[src/rtl/pabm_pkg.sv]
package pabm_pkg;

   // ------------------------------------------------------------------
   // Interface configuration field encodings
   // ------------------------------------------------------------------
   localparam logic [1:0] IFCFG_PORTS = 2'h0;
   localparam logic [1:0] IFCFG_RSVD = 2'h1;
   localparam logic [1:0] IFCFG_PROG = 2'h2;
   localparam logic [1:0] IFCFG_SLAVE_FIFO = 2'h3;

   // ------------------------------------------------------------------
   // Field positions
   // ------------------------------------------------------------------
   localparam int POL_OE_BIT = 4;
   localparam int POL_PKT_BIT = 5;
   localparam int WAKE_EN_BIT = 1;
   localparam int WAKE_POL_BIT = 4;
   localparam int WAKE_FUNC_BIT = 7;
   localparam int PACFG_B7_BIT = 7;
   localparam int PA_B2 = 2;
   localparam int PA_B3 = 3;
   localparam int PA_B4 = 4;
   localparam int PA_B5 = 5;
   localparam int PA_B6 = 6;
   localparam int PA_B7 = 7;

   // ------------------------------------------------------------------
   // Widths and reset values
   // ------------------------------------------------------------------
   localparam int PA_W = 8;
   localparam int FD_W = 3;
   localparam logic [7:0] BYTE_ZERO = 8'h00;
   localparam logic [2:0] FD_ZERO = 3'h0;

   typedef enum logic [1:0] {
      PABM_A7_GPIO = 2'b00,
      PABM_A7_FLAG = 2'b01,
      PABM_A7_CS = 2'b10
   } pabm_a7_mode_t;

   typedef enum logic [1:0] {
      PABM_WK_RUN = 2'b00,
      PABM_WK_SUSP = 2'b01,
      PABM_WK_WAKE = 2'b10
   } pabm_wake_state_t;

endpackage

[src/rtl/pabm_pin_mux.sv]
`timescale 1ns/1ps
// Function
// - Port A bit 2 is I/O or slave output enable, chosen by interface_config.
// - Output enable pin is input only; gates data bus drive; polarity bit 4.
// - Port A bit 3 is alternate wake-up; enable bit 1, polarity bit 4, function bit 7.
// - Suspended and wake enabled: pin transition restarts oscillator and interrupts CPU.
// - Wake enabled and pin asserted: suspend entry is refused.
// - Slave FIFO mode: port A bits 4,5 are input-only FIFO selects.
// - Port A bit 6 is packet commit input, polarity from bit 5.
// - Port A bit 7 is I/O, FIFO flag output or slave chip select.
// - Chip select deasserted: all other slave enables and strobes ignored.
// - FIFO or programmable mode: port B bits 0-2 become data bus bits 0-2.
module pabm_pin_mux
   import pabm_pkg::*;
(
   input wire logic ref_clk_i,
   input wire logic reset_i,
   input wire logic [1:0] interface_config_i,
   input wire logic [7:0] fifo_pin_polarity_i,
   input wire logic [7:0] wakeup_ctrl_i,
   input wire logic [7:0] port_a_config_i,
   input wire logic [7:0] port_a_output_enable_i,
   input wire logic [7:0] port_a_data_i,
   input wire logic [2:0] port_b_output_enable_i,
   input wire logic [2:0] port_b_data_i,
   input wire logic fifo_flag_i,
   input wire logic [2:0] fifo_wr_data_i,
   input wire logic fifo_drive_req_i,
   input wire logic suspend_req_i,
   input wire logic [7:0] port_a_pin_i,
   input wire logic [2:0] port_b_pin_i,
   output logic [7:0] port_a_pin_o,
   output logic [7:0] port_a_pin_oe_o,
   output logic [2:0] port_b_pin_o,
   output logic [2:0] port_b_pin_oe_o,
   output logic [7:0] port_a_read_o,
   output logic [2:0] port_b_read_o,
   output logic [2:0] fifo_rd_data_o,
   output logic slave_out_enable_o,
   output logic fifo_select_lo_o,
   output logic fifo_select_hi_o,
   output logic packet_commit_o,
   output logic slave_selected_o,
   output logic suspend_o,
   output logic osc_restart_o,
   output logic wake_irq_o
);

   // ------------------------------------------------------------------
   // Pin input synchronisers
   // ------------------------------------------------------------------
   logic [7:0] pa_sync;
   logic [2:0] pb_sync;

   pabm_sync #(.W(PA_W)) u_sync_a (
      .ref_clk_i(ref_clk_i),
      .reset_i(reset_i),
      .d_i(port_a_pin_i),
      .q_o(pa_sync)
   );

   pabm_sync #(.W(FD_W)) u_sync_b (
      .ref_clk_i(ref_clk_i),
      .reset_i(reset_i),
      .d_i(port_b_pin_i),
      .q_o(pb_sync)
   );

   // ------------------------------------------------------------------
   // Function selection
   // ------------------------------------------------------------------
   logic slave_mode;
   logic bus_mode;
   logic a3_wake_func;
   logic cs_active;
   logic oe_asserted;
   logic pkt_asserted;
   logic wake_en;
   logic wake_level;
   logic wake_prev_r;
   pabm_a7_mode_t a7_mode;

   assign slave_mode = (interface_config_i == IFCFG_SLAVE_FIFO);
   assign bus_mode = (interface_config_i == IFCFG_SLAVE_FIFO) ||
                     (interface_config_i == IFCFG_PROG);
   // The wake function owns the pin only while the port bit is not driven.
   assign a3_wake_func = wakeup_ctrl_i[WAKE_FUNC_BIT] & ~port_a_output_enable_i[PA_B3];
   assign wake_en = wakeup_ctrl_i[WAKE_EN_BIT];
   assign wake_level = pa_sync[PA_B3] ~^ wakeup_ctrl_i[WAKE_POL_BIT];

   always_comb begin
      a7_mode = PABM_A7_GPIO;
      if (slave_mode && port_a_config_i[PACFG_B7_BIT]) begin
         a7_mode = PABM_A7_FLAG;
      end else if (slave_mode) begin
         a7_mode = PABM_A7_CS;
      end
   end

   // Chip select counts as asserted when the pin is not configured as a select.
   assign cs_active = (a7_mode != PABM_A7_CS) | ~pa_sync[PA_B7];
   assign oe_asserted = slave_mode & cs_active &
                        (pa_sync[PA_B2] ~^ fifo_pin_polarity_i[POL_OE_BIT]);
   assign pkt_asserted = slave_mode & cs_active &
                         (pa_sync[PA_B6] ~^ fifo_pin_polarity_i[POL_PKT_BIT]);

   // ------------------------------------------------------------------
   // Pin drive
   // ------------------------------------------------------------------
   always_ff @(posedge ref_clk_i) begin
      if (reset_i) begin
         port_a_pin_o <= BYTE_ZERO;
         port_a_pin_oe_o <= BYTE_ZERO;
      end else begin
         port_a_pin_o <= port_a_data_i;
         port_a_pin_oe_o <= port_a_output_enable_i;
         if (slave_mode) begin
            port_a_pin_oe_o[PA_B2] <= 1'b0;
            port_a_pin_oe_o[PA_B4] <= 1'b0;
            port_a_pin_oe_o[PA_B5] <= 1'b0;
            port_a_pin_oe_o[PA_B6] <= 1'b0;
         end
         if (a3_wake_func) begin
            port_a_pin_oe_o[PA_B3] <= 1'b0;
         end
         if (a7_mode == PABM_A7_FLAG) begin
            port_a_pin_o[PA_B7] <= fifo_flag_i;
            port_a_pin_oe_o[PA_B7] <= 1'b1;
         end else if (a7_mode == PABM_A7_CS) begin
            port_a_pin_oe_o[PA_B7] <= 1'b0;
         end
      end
   end

   always_ff @(posedge ref_clk_i) begin
      if (reset_i) begin
         port_b_pin_o <= FD_ZERO;
         port_b_pin_oe_o <= FD_ZERO;
      end else if (bus_mode) begin
         port_b_pin_o <= fifo_wr_data_i;
         // In slave mode the external output enable gates the bus drive.
         port_b_pin_oe_o <= {FD_W{slave_mode ? oe_asserted : fifo_drive_req_i}};
      end else begin
         port_b_pin_o <= port_b_data_i;
         port_b_pin_oe_o <= port_b_output_enable_i;
      end
   end

   // ------------------------------------------------------------------
   // Decoded inputs
   // ------------------------------------------------------------------
   always_ff @(posedge ref_clk_i) begin
      if (reset_i) begin
         port_a_read_o <= BYTE_ZERO;
         port_b_read_o <= FD_ZERO;
         fifo_rd_data_o <= FD_ZERO;
         slave_out_enable_o <= 1'b0;
         fifo_select_lo_o <= 1'b0;
         fifo_select_hi_o <= 1'b0;
         packet_commit_o <= 1'b0;
         slave_selected_o <= 1'b0;
      end else begin
         port_a_read_o <= pa_sync;
         port_b_read_o <= pb_sync;
         fifo_rd_data_o <= bus_mode ? pb_sync : FD_ZERO;
         slave_out_enable_o <= oe_asserted;
         fifo_select_lo_o <= slave_mode & cs_active & pa_sync[PA_B4];
         fifo_select_hi_o <= slave_mode & cs_active & pa_sync[PA_B5];
         packet_commit_o <= pkt_asserted;
         slave_selected_o <= slave_mode & cs_active;
      end
   end

   // ------------------------------------------------------------------
   // Alternate wake-up
   // ------------------------------------------------------------------
   pabm_wake_state_t wk_state_r;

   always_ff @(posedge ref_clk_i) begin
      if (reset_i) begin
         wake_prev_r <= 1'b0;
      end else begin
         wake_prev_r <= pa_sync[PA_B3];
      end
   end

   always_ff @(posedge ref_clk_i) begin
      if (reset_i) begin
         wk_state_r <= PABM_WK_RUN;
         suspend_o <= 1'b0;
         osc_restart_o <= 1'b0;
         wake_irq_o <= 1'b0;
      end else begin
         osc_restart_o <= 1'b0;
         wake_irq_o <= 1'b0;
         case (wk_state_r)
            PABM_WK_RUN: begin
               if (suspend_req_i && !(wake_en && a3_wake_func && wake_level)) begin
                  wk_state_r <= PABM_WK_SUSP;
                  suspend_o <= 1'b1;
               end
            end
            PABM_WK_SUSP: begin
               if (wake_en && a3_wake_func && (pa_sync[PA_B3] != wake_prev_r)) begin
                  wk_state_r <= PABM_WK_WAKE;
                  osc_restart_o <= 1'b1;
               end
            end
            PABM_WK_WAKE: begin
               wake_irq_o <= 1'b1;
               suspend_o <= 1'b0;
               wk_state_r <= PABM_WK_RUN;
            end
            default: begin
               wk_state_r <= PABM_WK_RUN;
            end
         endcase
      end
   end
endmodule

[src/rtl/pabm_sync.sv]
`timescale 1ns/1ps
module pabm_sync #(
   parameter int W = 1
) (
   input wire logic ref_clk_i,
   input wire logic reset_i,
   input wire logic [W-1:0] d_i,
   output logic [W-1:0] q_o
);
   logic [W-1:0] s1_r;

   always_ff @(posedge ref_clk_i) begin
      if (reset_i) begin
         s1_r <= '0;
         q_o <= '0;
      end else begin
         s1_r <= d_i;
         q_o <= s1_r;
      end
   end
endmodule

[config.mk]
export PLATFORM = sky130hd
export DESIGN_NAME = pabm_pin_mux
export DESIGN_NICKNAME = d
export VERILOG_FILES = /design/src/rtl/pabm_pkg.sv /design/src/rtl/pabm_pin_mux.sv /design/src/rtl/pabm_sync.sv
export SDC_FILE = /design/constraint.sdc
export NUM_CORES = 1
export LEC_CHECK = 0
export BUFFER_PORTS_ARGS = -buffer_cell sky130_fd_sc_hd__buf_2
export CORE_MARGIN = 2
export CORE_UTILIZATION = 43
export DETAILED_ROUTE_END_ITERATION = 8
export GPL_ROUTABILITY_DRIVEN = 0
export HOLD_SLACK_MARGIN = 0.12
export PLACE_DENSITY = 0.87
export SLEW_MARGIN = 20
export SYNTH_ARGS = -nofsm -noshare
export SYNTH_HDL_FRONTEND = slang
export SYNTH_HIERARCHICAL = 1
export SYNTH_SLANG_ARGS = --single-unit
[constraint.sdc]
create_clock -name ref_clk_i -period 1.2 [get_ports ref_clk_i]
set_input_delay 0.18 -clock ref_clk_i [delete_from_list [all_inputs] [get_ports ref_clk_i]]
set_output_delay 0.18 -clock ref_clk_i [all_outputs]
set_load 0.03 [all_outputs]
==> results <==
- The area growth from synthesis to layout is 54.28%.
- The maximum resistive drop on vdd is roughly 1000 uV.
- The CTS tree is built.
- The delay of the slowest cell on the worst path is between 0.4 and 0.5 ns.
- The detail route stage leaves a number of antenna-violating nets equal to 0.
- After routing the design area is roughly 0.0032 mm^2.
- The clock-pin slew of the registers on the worst-case setup and hold paths is about 0.07 ns.
- For the pin with the worst max-slew slack, the measured transition is between 0.2 and 0.3 ns.
- Counting both buffers and inverters, the worst setup path holds a total of 0.
- Setup repair after global routing left no endpoint under its margin.
- Summed over all failing endpoints, the final setup total negative slack is 0 ns.
- The synthesized netlist contains 29 unique library cells.
- Entering global routing, the biggest net connects 36 pins.
- The minimum setup slack in the final design is just under 0.09 ns.
- The clock period minus worst slack is ~1.1 ns.
- Across all hold checks on the routed design, the worst slack comes to about 0.15 ns.
- The number of antenna diodes is 0.
- The cell area power density is about 1500 mW/mm^2.
- The startpoint-to-endpoint class of the critical path is register to register.
- The number of standard-cell rows in the floorplan is 25.
- Dividing the synthesized area by the synthesized cell count gives between 10 and 15 um^2.
- The number of global-route vias before repair is around 1.5k.
- The clock passes through at most 2 buffers.
- Prior to clock tree synthesis, the placed netlist has a worst setup slack of about 0.097 ns.
- The data required time of the critical path is 1.46 ns.
- The library cells used most frequently in the layout, excluding fill and tap cells, are sky130_fd_sc_hd__buf_2, sky130_fd_sc_hd__dfxtp_1, sky130_fd_sc_hd__dlygate4sd3_1, sky130_fd_sc_hd__nor2b_1.
- During placement, the flow inserted port buffers numbering 92.
- Pin placement for this block handled ~110 I/O pins.
- The post-synthesis instance total is ~170.
- In the routed design, unresolved DRC markers number 0.
- The wire length of the first global-routing pass is 6154 um.
- The initial antenna violation count is 0.
- The detailed-router iteration count before antenna repair is 4.
- The commonest non-fill, non-tap cell in the layout is sky130_fd_sc_hd__buf_2.
- The initial core utilization is 44.21%.
- The worst setup path is launched from a register.
- The total routing usage reported by global routing is about 16%.
- After synthesis the cells add up to about 0.0021 mm^2.
- The core area is around 0.0047 mm^2.
- Across the run, the number of max-cap violations was 0.
- sky130_fd_sc_hd__dfxtp_1 takes more of the synthesized area than any other cell.
- Setup violations remaining at the end of the flow were counted as 0.
- The clock drives just under 70 sinks.
- The overall die height is between 70 and 80 um.
- Traced cell by cell, the critical path runs through xor2_1 > o311a_1 > nor3_2.
- The synthesized net count is between 200 and 250.
- In this run the worst path has a maximum fanout of 3.
- After detailed routing, the number of vias per cell comes to roughly 4.2.
- After detailed routing, the average wire length per cell comes to about 11 um.
- Counting the buffers created by CTS gives 9.
- The final-report max-slew violation count is 0.
- The family with the most delay on the worst path is compound AO/OA/AOI/OAI gates.
- The H-tree was split into 3 levels.
- The instance area after placement is about 0.0026 mm^2.
- The run finished with clean final reports.
- The final period utilization is a little over 90%.
- The data arrival time of the worst path is 1.37 ns.
- The final hold violation count is 0.
- The number of register bits inferred by synthesis is between 60 and 70.
- The post-route netlist has roughly 43% of its cells at a drive strength greater than 1.
- Summed over all layers, the routed wires come to between 4000 and 5000 um.
- The proportion of synthesized chip area in sequential cells is roughly two thirds.
- In this run the horizontal extent of the chip is between 70 and 80 um.
- The type of the most critical hold path is input port to register.
- Ranked by total cell area, the synthesized netlist is headed by sky130_fd_sc_hd__dfxtp_1, sky130_fd_sc_hd__nor2b_1, sky130_fd_sc_hd__nor2b_2.
- The later-pin clock latency in the skew report is about 0.33 ns.
- The root buffer cell is sky130_fd_sc_hd__clkbuf_8.
- The static leakage is roughly 1.5 nW.
- The total global routing overflow is 0.
- After clock tree synthesis, the setup repair step added 0 buffers.
- Clock skew on the completed layout was measured at approximately 0.0039 ns.
- The cell with the largest stage delay on the worst path is sky130_fd_sc_hd__o311a_1.
- The number of nets in the finished design is 373.
- The number of DRC markers after the initial detailed-route iteration is 18.
- Once layout is complete, the utilization of the core stands at approximately two thirds.
- The worst slew margin relative to its limit is around 81%.
- The yosys synthesis warning count is 6.
- The worst setup path is captured at a register.
- The synthesized design devotes to its leading area cell type 66.06% of total area.
- Static timing analysis puts the maximum clock frequency at between 900 and 1000 MHz.
- The routed layout has between 1.5k and 2k vias.
- The die area is roughly 0.0054 mm^2.
- The detailed-placement wirelength estimate is between 2000 and 3000 um.
[cell usage after synthesis]
library cell,instances
sky130_fd_sc_hd__a21oi_1,2
sky130_fd_sc_hd__buf_4,1
sky130_fd_sc_hd__mux2i_1,4
sky130_fd_sc_hd__nor2b_2,8
sky130_fd_sc_hd__a2111oi_2,1
sky130_fd_sc_hd__xor2_1,3
sky130_fd_sc_hd__inv_1,3
sky130_fd_sc_hd__and2_1,9
sky130_fd_sc_hd__nor3b_1,3
sky130_fd_sc_hd__a221oi_1,1
sky130_fd_sc_hd__o211ai_1,1
sky130_fd_sc_hd__clkbuf_1,1
sky130_fd_sc_hd__or3_4,1
sky130_fd_sc_hd__dfxtp_1,68
sky130_fd_sc_hd__o21ai_1,1
sky130_fd_sc_hd__buf_6,1
sky130_fd_sc_hd__inv_2,1
sky130_fd_sc_hd__xnor2_1,1
sky130_fd_sc_hd__o311a_1,1
sky130_fd_sc_hd__nor2b_1,30
sky130_fd_sc_hd__buf_1,2
sky130_fd_sc_hd__nand3_1,1
sky130_fd_sc_hd__and2b_2,6
sky130_fd_sc_hd__buf_2,2
sky130_fd_sc_hd__nor2_1,9
sky130_fd_sc_hd__nor3_2,4
sky130_fd_sc_hd__nand3b_4,1
sky130_fd_sc_hd__nand2_1,2
sky130_fd_sc_hd__nand2b_1,1
[metrics by stage]
step,instances,power [mW]
finish,365,4.752
global route,365,4.958
CTS,365,4.804
detailed placement,311,2.885
global placement,311,2.873
floorplan,169,2.706
[per-layer routing]
metal | global-route usage [%] | wire length (um) | share of wire, %
met3 | 4.420 | 201 | 4.9
met2 | 26.93 | 2065 | 50
met1 | 16.46 | 1718 | 42
met5 | 0 | 0 | 0
met4 | 11.93 | 140 | 3.4
[path summary, 6_finish.rpt]
check / depth (start not counted) / endpoint / slack, ns / from
setup / recovery: 3 / port_b_pin_oe_o[2] / 0.09 / u_sync_a/q_o[2]
hold / removal: 3 / slave_out_enable_o / 0.15 / fifo_pin_polarity_i[4]
setup reg to reg: 3 / port_b_pin_oe_o[2] / 0.09 / u_sync_a/q_o[2]
hold reg to reg: 1 / wake_irq_o / 0.42 / wk_state_r[0]
[tightest hold or removal path: cells and delay by family]
family                 cells  cell delay (ns)
XOR/XNOR                   1             0.08
buffers and inverters      1             0.08
AND/OR/NAND/NOR            1             0.09
[sequential cells by signal (all words and copies together), names as in the netlist]
name                flops
port_a_pin_o            8
port_a_pin_oe_o         8
port_a_read_o           8
u_sync_a/q_o            8
u_sync_a/s1_r           8
fifo_rd_data_o          3
port_b_pin_o            3
port_b_pin_oe_o         3
port_b_read_o           3
u_sync_b/q_o            3
u_sync_b/s1_r           3
wk_state_r              2
fifo_select_hi_o        1
fifo_select_lo_o        1
osc_restart_o           1
packet_commit_o         1
slave_out_enable_o      1
slave_selected_o        1
suspend_o               1
wake_irq_o              1
[timing repair]
item	CTS	global route
hold buffers	38	0
setup endpoints to repair	0	1
gates resized for setup	0	1
hold endpoints to repair	34	0
[area by class of cell]
class / instances / area [um^2]
fill: 361 / 1481
sequential: 68 / 1363
timing repair buffer: 133 / 888.4
multi-input combinational: 90 / 644.4
clock buffer: 9 / 123.9
clock inverter: 7 / 77.57
tap: 54 / 67.56
inverter: 4 / 15.01
[kinds of logic after synthesis]
family | count (synthesis) | synth area share (%)
AOI/OAI and AO/OA | 7 | 2.732
xor gates and xnor gates | 4 | 1.700
buffers and inverters | 11 | 2.671
DFF | 68 | 66.06
muxes | 4 | 1.943
and+or+nand+nor | 75 | 24.89
[power breakdown]
group / total [mW] / internal [mW] / switching (mW)
Sequential: 2.38 / 2.36 / 0.0245
Combinational: 0.548 / 0.270 / 0.278
Clock: 1.82 / 0.964 / 0.860
Total: 4.75 / 3.59 / 1.16
Power figures use the tool's default switching activity.
